[config.mk]
export PLATFORM = sky130hd
export DESIGN_NAME = rwdt_top
export DESIGN_NICKNAME = d
export VERILOG_FILES = /design/src/hdl/rwdt_pkg.sv /design/src/hdl/rwdt_counter.sv /design/src/hdl/rwdt_top.sv
export SDC_FILE = /design/constraint.sdc
export NUM_CORES = 1
export LEC_CHECK = 0
export ABC_AREA = 1
export ABC_CLOCK_PERIOD_IN_PS = 3690
export BUFFER_PORTS_ARGS = -buffer_cell sky130_fd_sc_hd__buf_2
export CAP_MARGIN = 20
export CORE_MARGIN = 2
export CORE_UTILIZATION = 58
export CTS_CLUSTER_SIZE = 8
export DETAILED_ROUTE_END_ITERATION = 8
export PLACE_DENSITY = 0.84
export SYNTH_ARGS = -nofsm -noshare
export SYNTH_HDL_FRONTEND = slang
export SYNTH_SLANG_ARGS = --single-unit
export TNS_END_PERCENT = 100
[constraint.sdc]
create_clock -name clk -period 3.69 [get_ports clk]
set_input_delay 0.5535 -clock clk [delete_from_list [all_inputs] [get_ports clk]]
set_output_delay 0.5535 -clock clk [all_outputs]
set_load 0.03 [all_outputs]
[src/hdl/rwdt_pkg.sv]
// constants, register map and carrier types of the runaway watchdog timer
// assumes a 125 MHz system clock and an AXI4-Lite register slave
package rwdt_pkg;
	// ****************************************
	// register map
	// ****************************************
	localparam logic [11:0] RWDT_MODE_OFF = 12'h000; // mode register
	localparam logic [11:0] RWDT_CMD_OFF = 12'h004; // command register
	localparam logic [11:0] RWDT_PERM_OFF = 12'h008; // write permission flag
	localparam logic [11:0] RWDT_IRQ_STAT_OFF = 12'h00C; // sticky event status
	localparam logic [11:0] RWDT_IRQ_MASK_OFF = 12'h010; // event mask
	// field positions
	localparam int RWDT_EN_BIT = 7;
	localparam int RWDT_TIME_LSB = 4;
	localparam int RWDT_ACT_BIT = 1;
	localparam int RWDT_RSVD_BIT = 2;
	// reset values
	localparam logic RWDT_EN_RST = 1'h1;
	localparam logic RWDT_ACT_RST = 1'h1;
	localparam logic [2:0] RWDT_TIME_RST = 3'h0;
	// command codes
	localparam logic [7:0] RWDT_CODE_DISABLE = 8'hB1;
	localparam logic [7:0] RWDT_CODE_CLEAR = 8'h4E;
	// timing
	localparam int RWDT_CNT_W = 25; // counter width, longest time 2^25
	localparam int RWDT_RST_STATES = 32; // internal reset length in states
	localparam logic [5:0] RWDT_RST_CYC = 6'(RWDT_RST_STATES);
	// status bit positions
	localparam int RWDT_EV_OVF = 0; // overflow seen
	localparam int RWDT_EV_BADCMD = 1; // reserved code or refused write
	localparam int RWDT_EV_N = 2;
	// axi responses
	localparam logic [1:0] RWDT_RESP_OKAY = 2'h0;
	localparam logic [1:0] RWDT_RESP_SLVERR = 2'h2;

	// one axi write request taken from the bus
	typedef struct packed
	{
		logic [11:0] addr;
		logic [31:0] data;
		logic [3:0] strb;
	} rwdt_wreq_type;

	// mode register contents
	typedef struct packed
	{
		logic enable;
		logic [2:0] time_sel;
		logic rsvd;
		logic action;
	} rwdt_mode_type;
endpackage

[src/hdl/rwdt_counter.sv]
// binary counter and overflow detector of the runaway watchdog timer
// assumes clear and run are synchronous to clk
`timescale 1ns/100ps
module rwdt_counter import rwdt_pkg::*;
#(
	parameter int CNT_W = RWDT_CNT_W
)
(
	input wire logic clk,
	input wire logic rst_n,
	input wire logic run,
	input wire logic clear,
	input wire logic [2:0] time_sel,
	output logic overflow
);
	// ****************************************
	// counter
	// ****************************************
	logic [CNT_W-1:0] count_q; // binary count, advances only while run is high
	logic [CNT_W-1:0] limit; // last count before overflow
	logic tc_hit; // count reached its selected limit

	// detection time 2^(15+2*sel); reserved codes fall back to the longest
	always_comb
	begin
		unique case (time_sel)
			3'h0: limit = CNT_W'((1 << 15) - 1);
			3'h1: limit = CNT_W'((1 << 17) - 1);
			3'h2: limit = CNT_W'((1 << 19) - 1);
			3'h3: limit = CNT_W'((1 << 21) - 1);
			3'h4: limit = CNT_W'((1 << 23) - 1);
			default: limit = {CNT_W{1'b1}};
		endcase
	end

	assign tc_hit = (count_q == limit);

	// clear wins over counting; wraps after overflow so it repeats
	always_ff @(posedge clk or negedge rst_n)
	begin
		if (!rst_n)
			count_q <= '0;
		else if (clear)
			count_q <= '0;
		else if (run)
			count_q <= tc_hit ? '0 : count_q + 1'b1;
	end

	// one-cycle overflow pulse
	always_ff @(posedge clk or negedge rst_n)
	begin
		if (!rst_n)
			overflow <= 1'b0;
		else
			overflow <= run && !clear && tc_hit;
	end
endmodule

[src/hdl/rwdt_top.sv]
// runaway watchdog timer: registers on axi4-lite, nmi, reset and notify pin
// assumes one 125 MHz clock and an axi master with one transfer per channel
`timescale 1ns/100ps
module rwdt_top import rwdt_pkg::*;
(
	input wire logic clk,
	input wire logic rst_n,
	// axi4-lite slave
	input wire logic [11:0] s_axi_awaddr,
	input wire logic s_axi_awvalid,
	output logic s_axi_awready,
	input wire logic [31:0] s_axi_wdata,
	input wire logic [3:0] s_axi_wstrb,
	input wire logic s_axi_wvalid,
	output logic s_axi_wready,
	output logic [1:0] s_axi_bresp,
	output logic s_axi_bvalid,
	input wire logic s_axi_bready,
	input wire logic [11:0] s_axi_araddr,
	input wire logic s_axi_arvalid,
	output logic s_axi_arready,
	output logic [31:0] s_axi_rdata,
	output logic [1:0] s_axi_rresp,
	output logic s_axi_rvalid,
	input wire logic s_axi_rready,
	// watchdog outputs
	output logic watchdog_nmi_request,
	output logic wdt_reset_req,
	output logic runaway_notify_pin_n,
	output logic irq
);
	// ****************************************
	// state
	// ****************************************
	rwdt_mode_type mode_q; // mode register
	logic running_q; // counter actually enabled
	logic write_blocked_flag_q; // writes other than status and mask refused while set
	logic [RWDT_EV_N-1:0] stat_q; // sticky events
	logic [RWDT_EV_N-1:0] mask_q; // event enables
	logic [5:0] rst_cnt_q; // internal reset length counter
	logic aw_have_q; // address latched
	logic w_have_q; // data latched
	rwdt_wreq_type wreq_q; // latched write request
	logic overflow; // pulse from counter
	logic do_write; // write takes effect this cycle
	logic cmd_clear; // clear code accepted
	logic cmd_disable; // disable code accepted
	logic cmd_bad; // refused or reserved access
	logic wr_ok; // write permitted
	logic [31:0] rd_word; // read mux
	logic rd_err; // unmapped read
	logic [RWDT_EV_N-1:0] ev; // events this cycle

	// ****************************************
	// axi write path
	// ****************************************
	// address and data accepted in either order, held until response drains
	always_ff @(posedge clk or negedge rst_n)
	begin
		if (!rst_n)
		begin
			aw_have_q <= 1'b0;
			w_have_q <= 1'b0;
			wreq_q <= '0;
		end
		else
		begin
			if (s_axi_awvalid && s_axi_awready)
			begin
				aw_have_q <= 1'b1;
				wreq_q.addr <= s_axi_awaddr;
			end
			if (s_axi_wvalid && s_axi_wready)
			begin
				w_have_q <= 1'b1;
				wreq_q.data <= s_axi_wdata;
				wreq_q.strb <= s_axi_wstrb;
			end
			if (do_write)
			begin
				aw_have_q <= 1'b0;
				w_have_q <= 1'b0;
			end
		end
	end

	// ready only while the slot is free and no response waits
	always_ff @(posedge clk or negedge rst_n)
	begin
		if (!rst_n)
		begin
			s_axi_awready <= 1'b0;
			s_axi_wready <= 1'b0;
		end
		else
		begin
			s_axi_awready <= !aw_have_q && !(s_axi_awvalid && s_axi_awready)
				&& !s_axi_bvalid && !do_write;
			s_axi_wready <= !w_have_q && !(s_axi_wvalid && s_axi_wready)
				&& !s_axi_bvalid && !do_write;
		end
	end

	assign do_write = aw_have_q && w_have_q && !s_axi_bvalid;
	// the flag only blocks while the internal reset is under way
	assign wr_ok = !write_blocked_flag_q;

	// command decode; reserved codes only raise cmd_bad
	always_comb
	begin
		cmd_clear = 1'b0;
		cmd_disable = 1'b0;
		cmd_bad = 1'b0;
		if (do_write)
		begin
			if (!wr_ok && wreq_q.addr != RWDT_IRQ_STAT_OFF && wreq_q.addr != RWDT_IRQ_MASK_OFF)
				cmd_bad = 1'b1;
			else if (wreq_q.addr == RWDT_CMD_OFF && wreq_q.strb[0])
			begin
				if (wreq_q.data[7:0] == RWDT_CODE_CLEAR)
					cmd_clear = 1'b1;
				else if (wreq_q.data[7:0] == RWDT_CODE_DISABLE)
					cmd_disable = 1'b1;
				else
					cmd_bad = 1'b1;
			end
		end
	end

	// write response: slverr for addresses other than mode, command, status and mask; refused writes still answer okay
	always_ff @(posedge clk or negedge rst_n)
	begin
		if (!rst_n)
		begin
			s_axi_bvalid <= 1'b0;
			s_axi_bresp <= RWDT_RESP_OKAY;
		end
		else if (do_write)
		begin
			s_axi_bvalid <= 1'b1;
			if (wreq_q.addr == RWDT_MODE_OFF || wreq_q.addr == RWDT_CMD_OFF
				|| wreq_q.addr == RWDT_IRQ_STAT_OFF || wreq_q.addr == RWDT_IRQ_MASK_OFF)
				s_axi_bresp <= RWDT_RESP_OKAY;
			else
				s_axi_bresp <= RWDT_RESP_SLVERR;
		end
		else if (s_axi_bready)
			s_axi_bvalid <= 1'b0;
	end

	// ****************************************
	// mode register and enable sequence
	// ****************************************
	always_ff @(posedge clk or negedge rst_n)
	begin
		if (!rst_n)
		begin
			mode_q.enable <= RWDT_EN_RST;
			mode_q.time_sel <= RWDT_TIME_RST;
			mode_q.rsvd <= 1'b0;
			mode_q.action <= RWDT_ACT_RST;
		end
		else if (do_write && wr_ok && wreq_q.addr == RWDT_MODE_OFF && wreq_q.strb[0])
		begin
			mode_q.enable <= wreq_q.data[RWDT_EN_BIT];
			mode_q.time_sel <= wreq_q.data[RWDT_TIME_LSB +: 3];
			mode_q.rsvd <= wreq_q.data[RWDT_RSVD_BIT];
			mode_q.action <= wreq_q.data[RWDT_ACT_BIT];
		end
	end

	// stops only on disable code after enable bit cleared; resumes on bit set
	always_ff @(posedge clk or negedge rst_n)
	begin
		if (!rst_n)
			running_q <= 1'b1;
		else if (mode_q.enable)
			running_q <= 1'b1;
		else if (cmd_disable)
			running_q <= 1'b0;
	end

	// ****************************************
	// counter
	// ****************************************
	rwdt_counter #(.CNT_W(RWDT_CNT_W)) u_counter
	(
		.clk(clk),
		.rst_n(rst_n),
		.run(running_q),
		.clear(cmd_clear || (cmd_disable && !mode_q.enable)),
		.time_sel(mode_q.time_sel),
		.overflow(overflow)
	);

	// ****************************************
	// runaway response
	// ****************************************
	// nmi level held until the clear code or an overflow with the reset action; the pin goes low on every overflow, reset action included
	always_ff @(posedge clk or negedge rst_n)
	begin
		if (!rst_n)
		begin
			watchdog_nmi_request <= 1'b0;
			runaway_notify_pin_n <= 1'b1;
		end
		else
		begin
			if (overflow)
			begin
				watchdog_nmi_request <= !mode_q.action;
				runaway_notify_pin_n <= 1'b0;
			end
			else if (cmd_clear)
			begin
				watchdog_nmi_request <= 1'b0;
				runaway_notify_pin_n <= 1'b1;
			end
		end
	end

	// internal reset pulse, 32 cycles, writes other than status and mask refused meanwhile
	always_ff @(posedge clk or negedge rst_n)
	begin
		if (!rst_n)
		begin
			rst_cnt_q <= '0;
			wdt_reset_req <= 1'b0;
			write_blocked_flag_q <= 1'b0;
		end
		else
		begin
			if (overflow && mode_q.action)
				rst_cnt_q <= RWDT_RST_CYC;
			else if (rst_cnt_q != '0)
				rst_cnt_q <= rst_cnt_q - 1'b1;
			wdt_reset_req <= (overflow && mode_q.action) || rst_cnt_q > 6'h1;
			write_blocked_flag_q <= (overflow && mode_q.action) || rst_cnt_q > 6'h1;
		end
	end

	// ****************************************
	// interrupt status and mask
	// ****************************************
	assign ev[RWDT_EV_OVF] = overflow;
	assign ev[RWDT_EV_BADCMD] = cmd_bad;

	// set wins over write-one-to-clear
	always_ff @(posedge clk or negedge rst_n)
	begin
		if (!rst_n)
			stat_q <= '0;
		else if (do_write && wreq_q.addr == RWDT_IRQ_STAT_OFF && wreq_q.strb[0])
			stat_q <= (stat_q & ~wreq_q.data[RWDT_EV_N-1:0]) | ev;
		else
			stat_q <= stat_q | ev;
	end

	// mask register
	always_ff @(posedge clk or negedge rst_n)
	begin
		if (!rst_n)
			mask_q <= '0;
		else if (do_write && wreq_q.addr == RWDT_IRQ_MASK_OFF && wreq_q.strb[0])
			mask_q <= wreq_q.data[RWDT_EV_N-1:0];
	end

	// level interrupt
	always_ff @(posedge clk or negedge rst_n)
	begin
		if (!rst_n)
			irq <= 1'b0;
		else
			irq <= |((stat_q | ev) & mask_q);
	end

	// ****************************************
	// axi read path
	// ****************************************
	always_comb
	begin
		rd_word = '0;
		rd_err = 1'b0;
		unique case (s_axi_araddr)
			RWDT_MODE_OFF: rd_word = {24'h0, mode_q.enable, mode_q.time_sel, 1'b0,
				mode_q.rsvd, mode_q.action, 1'b0};
			RWDT_CMD_OFF: rd_word = '0; // write-only
			RWDT_PERM_OFF: rd_word = {31'h0, write_blocked_flag_q};
			RWDT_IRQ_STAT_OFF: rd_word = {30'h0, stat_q};
			RWDT_IRQ_MASK_OFF: rd_word = {30'h0, mask_q};
			default: rd_err = 1'b1;
		endcase
	end

	// one read at a time, data one cycle after the address handshake
	always_ff @(posedge clk or negedge rst_n)
	begin
		if (!rst_n)
		begin
			s_axi_arready <= 1'b0;
			s_axi_rvalid <= 1'b0;
			s_axi_rdata <= '0;
			s_axi_rresp <= RWDT_RESP_OKAY;
		end
		else
		begin
			s_axi_arready <= !s_axi_rvalid && !(s_axi_arvalid && s_axi_arready);
			if (s_axi_arvalid && s_axi_arready)
			begin
				s_axi_rvalid <= 1'b1;
				s_axi_rdata <= rd_word;
				s_axi_rresp <= rd_err ? RWDT_RESP_SLVERR : RWDT_RESP_OKAY;
			end
			else if (s_axi_rready)
				s_axi_rvalid <= 1'b0;
		end
	end
endmodule

==> results.md, run 1 <==
* Status: complete, no violations
* Share of the synthesized area in the top cell type at 41.6%
* Core area at 0.00813 sq mm
* Clock Skew at 13.4 ps
* Max cap viols at 0
* R2R depth at 9
* Hold-fix buffers, CTS at 0
* Leak Pwr at 0.00269 uW
* Final instance area at 0.00531 sq mm
* ANT nets after route at 0
* Overall Power at 2740 uW
* Worst slew pin tran at 736 ps
* Adder-cell share of the synthesized area at 0.780%
* Final nets at 765
* Total CTS buffers at 9
* Warnings, synthesis at 0
* Final Setup Violations at 0
* Area contributors post-synth: dfrtp_1, nand2_1, nor2_1
* DRC at 0
* Crit. End Element: flip-flop
* Slew Viols, Final at 0
* Crit-path cells: ha_1, nand2_1, nand3b_4, nor2_2, nand2_1, nor2_1, nand3_2, nand2_1, o21ai_1
* Max VDD drop at 0.482 mV
* Die extent in x at 95.1 microns
* EDFF count, synth at 0
* Clock Latency Late Sink at 350 ps
* GP Congestion at 0.902
* Mux share of post-synthesis cell area at 0%
* Die footprint at 0.00904 sq mm
* Hold slack at 16.0 ps
* Compound-Gate Fraction of Synth Area at 8.77%
* Main combinational cell family by area after synthesis: simple AND/OR/NAND/NOR gates
* Post-synth top area cell: dfrtp_1
* Slew HR at 50.9%
* IO Port Bufs at 57
* Maximum clock path buffer count at 2
* Startpoint Class: flip-flop
* Largest net degree at the start of global routing at 85
* Starting Density at 59.1%
* WP data arrival at 2170 ps
* FMAX at 515 MHz
* Post-synth top flop: dfrtp_1
* XOR/XNOR Fraction of Synth Area at 3.64%
* DP Area at 0.00505 sq mm
* Detailed Place HPWL at 7320 microns
* First-pass iteration count of the detailed router at 4
* Initial antenna violation count at 0
* Min Clock Period, post-route at 1940 ps
* DRT iter0 DRCs at 271
* Total routed wirelength at 10100 microns
* Global-route wire length before repair at 17500 microns
* Number of vias per cell at 5.16
* Post-Synth Simple-Gate Area at 31.8%
* R2R Path End: u_counter.count_q[1]$_DFFE_PN0P_
* Layout cells sized above 1 at 15.3%
* Reg-to-reg setup timing slack at 1750 ps
* Gr usage total at 24.3%
* Post-synthesis sequential area ratio at 43.8%
* Synth async-reset ratio at 100%
* CTS tree: done
* Crit path kind: reg2reg
* Register bit total from synthesis at 84
* Slowest CP cell: dfrtp_1
* H-tree levels at 3
* Area delta synth->final at 10.4%
* # clock sinks at 84
* Top Ports at 112
* Required @ worst endpoint at 3920 ps
* Via count at 4153
* Critical Path Max Stage Delay at 450 ps
* Clock transition at path regs at 100 ps
* RSZ-0062 raised after global routing: no
* Drt wl/cell at 12.5 microns
* Root buffer cell: clkbuf_8
* Post-CTS Setup Inserts at 0
* Unique cell type count in the Yosys netlist at 38
* ANT cells at 0
* Die height at 95.1 microns
* Most frequent cell on the critical path: nand2_1
* Cell area after synthesis at 0.00481 sq mm
* Post-Syn Area per Cell at 7.52 sq um
* Min-delay worst type: in2async
* Synth Instances at 640
* Hold Vio Cnt, Final at 0
* Vias in the first global route at 3972
* CTS resizes at 0
* Cell Pwr Density at 517 mW/mm^2
* Fin Setup TNS at 0 ps
* Site row count at 33
* Crit Path Max Fanout at 6
* GR Overflow Total at 0
* Final period util at 52.6%
* RR Startpoint: u_counter.count_q[0]$_DFFE_PN0P_
==> sequential cells by signal, summed over array words and instances (netlist names), 2 cells and up <==
| signal | flops |
|---|---|
| mask_q | 2 |
| mode_q | 6 |
| rst_cnt_q | 6 |
| s_axi_rdata | 7 |
| stat_q | 2 |
| u_counter.count_q | 25 |
| wreq_q | 21 |
==> stage by stage <==
step / utilization (%) / setup slack (ps) / std cells
floorplan: - / 2050 / 666
global placement: 62.1 / 1810 / 788
detailed placement: 62.1 / 1760 / 788
CTS: 64.9 / 1740 / 804
global route: 65.3 / 1620 / 805
finish: 65.3 / 1750 / 805
==> kinds of logic after synthesis <==
| kind of cell | after synthesis |
|---|---|
| buffers and inverters | 108 |
| AO/OA/AOI/OAI | 73 |
| adder cells (fa/ha/maj) | 3 |
| XOR/XNOR | 20 |
| flip-flops | 84 |
| AND/OR/NAND/NOR | 351 |
| other | 1 |
==> per-layer routing <==
layer / vias to the layer above / track usage (%) / wire length, microns
met5: - / 0 / 0
met4: 0 / 9.06 / 127
met3: 12 / 3.95 / 364
met2: 101 / 41.0 / 4970
met1: 1950 / 31.5 / 4620
li1: 2090 / - / -
==> worst max-delay path by stage <==
| stage | startpoint | endpoint | slack, ps |
|---|---|---|---|
| after global placement | u_counter.count_q[0]$_DFFE_PN0P_ | u_counter.count_q[5]$_DFFE_PN0P_ | 1810 |
| after CTS | u_counter.count_q[0]$_DFFE_PN0P_ | u_counter.count_q[1]$_DFFE_PN0P_ | 1740 |
| final | u_counter.count_q[0]$_DFFE_PN0P_ | u_counter.count_q[1]$_DFFE_PN0P_ | 1750 |
| after global routing | u_counter.count_q[0]$_DFFE_PN0P_ | u_counter.count_q[21]$_DFFE_PN0P_ | 1620 |
| after floorplan | s_axi_bvalid$_DFFE_PN0P_ | mode_q[4]$_DFFE_PN0P_ | 2050 |
| after detailed placement | u_counter.count_q[0]$_DFFE_PN0P_ | u_counter.count_q[1]$_DFFE_PN0P_ | 1760 |
==> layout make-up <==
class | instances | area [sq um]
flip-flops and latches | 84 | 2110
repair buffers | 59 | 323
multi-input cells | 474 | 2270
clock inverters | 6 | 93.8
fillers | 656 | 2820
well taps | 105 | 131
clock buffers | 10 | 138
inverters | 67 | 251
==> critical path, delay by kind of cell, from the launching register on <==
family                     cells  cell delay (ps)
and+or+nand+nor                7             1050
adders and majority gates      1              270
DFF                            1              450
AOI/OAI and AO/OA              1               60
==> synthesized netlist by cell type (7+ instances only) <==
master	count
inv_1	65
buf_4	27
dfrtp_1	80
a21oi_1	9
nor3_1	7
o21ai_1	19
xor2_1	15
buf_2	7
nand4_1	14
o21ai_2	7
nand3_1	48
nand2_1	192
o21ai_0	26
nor2_1	67
==> placed cells by master, fill, tap and decap left out, types with 3 or more instances in the layout <==
master	n
dfrtp_1	80
o21ai_2	7
nor2_1	67
o21ai_0	26
nand2_2	6
nor3_1	7
nand2_1	192
conb_1	27
a211oi_1	3
xnor2_1	5
inv_1	65
buf_2	56
xor2_1	15
a21oi_1	9
o31ai_1	4
nand3_1	48
nand4_1	14
nand3_2	4
ha_1	3
dfstp_2	4
clkbuf_8	10
o21ai_1	19
nor2_2	6
==> power breakdown <==
group | internal, uW | total (uW) | switching (uW)
registers | 1110 | 1250 | 147
logic | 215 | 732 | 518
clock network | 406 | 756 | 350
total | 1730 | 2740 | 1020
(Power assumes the default switching activity.)
==> run 2, diff against run 1 <==
- ABC_CLOCK_PERIOD_IN_PS: 3690 -> 2000
- CORE_UTILIZATION: 58 -> 54
- PLACE_DENSITY: 0.84 -> 0.79
- clock period: 3.69 -> 2 ns (I/O delays scaled with it)
==> run 2 against run 1 <==
Against the previous run:
- global-route usage shrank 2.1 points
- worst setup slack lost 1600 ps
- via count grew 2.6%
- register-to-register slack lost 1600 ps
- combinational power grew 110%
- wire length grew 8.2%
- maximum frequency grew 4.8%
- largest power group unchanged
==> results.md, run 2 (synthesis gave the netlist of run 1 again) <==
* Status: complete, no violations
* Leak Pwr at 0.00275 uW
* Post-CTS Setup Inserts at 0
* Gr usage total at 22.2%
* Final nets at 782
* Min-delay worst type: in2reg
* Root buffer cell: clkbuf_8
* Largest net degree at the start of global routing at 39
* Site row count at 34
* Final Setup Violations at 0
* Startpoint Class: flip-flop
* Combinational Power Share at 30.6%
* Final worst slack at 148 ps
* Number of flip-flops in the largest register at 25
* Total CTS buffers at 9
* Top Ports at 112
* Starting Density at 55.4%
* GR Overflow Total at 0
* Required @ worst endpoint at 2230 ps
* CTS tree: done
* Most flops, register: u_counter.count_q
* Regs by FF count: u_counter.count_q x25, wreq_q x21, s_axi_rdata x7
* Initial antenna violation count at 0
* Clock Latency Late Sink at 360 ps
* Die footprint at 0.00968 sq mm
* Die extent in x at 98.4 microns
* Core area at 0.00868 sq mm
* Clk pwr share at 24.4%
* Via count at 4261
* Place WS at -163 ps
* Net switching power at 1950 uW
* Clock transition at path regs at 90 ps
* Crit path kind: reg2reg
* P_int at 3180 uW
* # clock sinks at 84
* Seq pwr share at 45.0%
* Vias in the first global route at 4057
* Layout cells sized above 1 at 18.0%
* Total routed wirelength at 10900 microns
* DRT iter0 DRCs at 290
* H-tree levels at 3
* Final instance area at 0.00546 sq mm
* Most frequent cells in the layout: nand2_1, dfrtp_1, inv_1, nor2_1, buf_2
* Slew Viols, Final at 0
* Min Clock Period, post-route at 1850 ps
* Crit. End Element: flip-flop
* Number of vias per cell at 5.16
* DRC at 0
* Area delta synth->final at 13.6%
* RSZ-0062 raised after global routing: no
* Worst slew pin tran at 812 ps
* IO Port Bufs at 57
* Fin cells at 825
* ANT nets after route at 0
* Sw frac at 38.1%
* FMAX at 540 MHz
* Commonest non-fill, non-tap cell in the layout: nand2_1
* Placed instance count at 806
* Max VDD drop at 0.839 mV
* Maximum clock path buffer count at 2
* Hold Vio Cnt, Final at 0
* Global-route wire length before repair at 17800 microns
* Drt wl/cell at 13.2 microns
* Clock Skew at 17.7 ps
* WP data arrival at 2090 ps
* ANT cells at 0
* Die height at 98.4 microns
* Final period util at 92.6%
* Slew HR at 45.8%
* Detailed Place HPWL at 7670 microns
* First-pass iteration count of the detailed router at 5
* DP Area at 0.00518 sq mm
* Cell Pwr Density at 938 mW/mm^2
* GP Congestion at 0.896
* Crit Path Max Fanout at 6
* Max cap viols at 0
==> run 2: cell count changes in the layout (fill, tap and decap cells not counted), moves of 2 or more <==
| cell | previous run | this run |
|---|---|---|
| buf_4 | 2 | 16 |
| nand2_1 | 192 | 190 |
| nand2_2 | 6 | 8 |
| nor2_1 | 67 | 65 |
| nor2_4 | 1 | 3 |
| o21ai_4 | 0 | 2 |
==> run 2: worst paths after layout <==
path,start,to,slack (ps),cells after the start
max,u_counter.count_q[1]$_DFFE_PN0P_,u_counter.count_q[0]$_DFFE_PN0P_,150,9
min in group asynchronous,rst_n,wreq_q[42]$_DFFE_PN0P_,380,2
min reg2reg,s_axi_rvalid$_DFFE_PN0P_,s_axi_arready$_DFF_PN0_,440,1
max in group asynchronous,rst_n,u_counter.count_q[16]$_DFFE_PN0P_,970,3
max reg2reg,u_counter.count_q[1]$_DFFE_PN0P_,u_counter.count_q[0]$_DFFE_PN0P_,150,9
min,s_axi_rready,s_axi_rvalid$_DFFE_PN0P_,110,2
==> run 2: worst max-delay path, cell delays in order (launching register included) <==
cell and delay, ps:
dfrtp_1 420, ha_2 250, nand2_1 90, nand3b_4 210
nor2_2 140, nand2_1 130, nor2_1 150, nand3_2 180
nand2_1 110, o21ai_1 60
==> run 2: metrics by stage <==
step | power (uW) | setup TNS [ps] | util [%] | hold slack (ps)
finish | 5130 | 0 | 62.9 | 112
global route | 5440 | 0 | 62.9 | 95.8
CTS | 5100 | 0 | 62.2 | 106
detailed placement | 3860 | -3450 | 59.7 | 222
global placement | 3770 | -1960 | 59.7 | 213
floorplan | 3360 | 0 | - | 4.41
==> run 2: layout make-up <==
| class | count | area [sq um] |
|---|---|---|
| Clock buffer | 10 | 128 |
| Clock inverter | 6 | 71.3 |
| Fill cell | 759 | 3220 |
| Inverter | 67 | 251 |
| Multi-Input combinational cell | 476 | 2340 |
| Sequential cell | 84 | 2110 |
| Tap cell | 108 | 135 |
| Timing Repair Buffer | 74 | 430 |
==> run 2: timing repair <==
item,4_1_cts,5_1_grt
pin swaps,0,1
gates resized for setup,1,11
hold buffers,1,0
endpoints found under the setup margin,25,26
endpoints found under the hold margin,20,0
gates cloned,0,2
==> run 2: power by group through the flow <==
stage               clock network [uW]  registers [uW]  logic [uW]
finish                            1250            2310        1570
global route                      1350            2340        1750
CTS                               1260            2290        1540
detailed placement                   0            2330        1530
global placement                     0            2310        1470
floorplan                            0            2380         984
==> run 2: per-layer routing <==
layer / vias to the layer above / GRT usage (%) / part of all wire (%) / routed length [microns]
li1: 2134 / - / - / -
met1: 1988 / 29.4 / 44 / 4820
met2: 128 / 37.2 / 49 / 5390
met3: 11 / 4.08 / 5.3 / 579
met4: 0 / 6.95 / 1.1 / 116
met5: - / 0 / 0 / 0
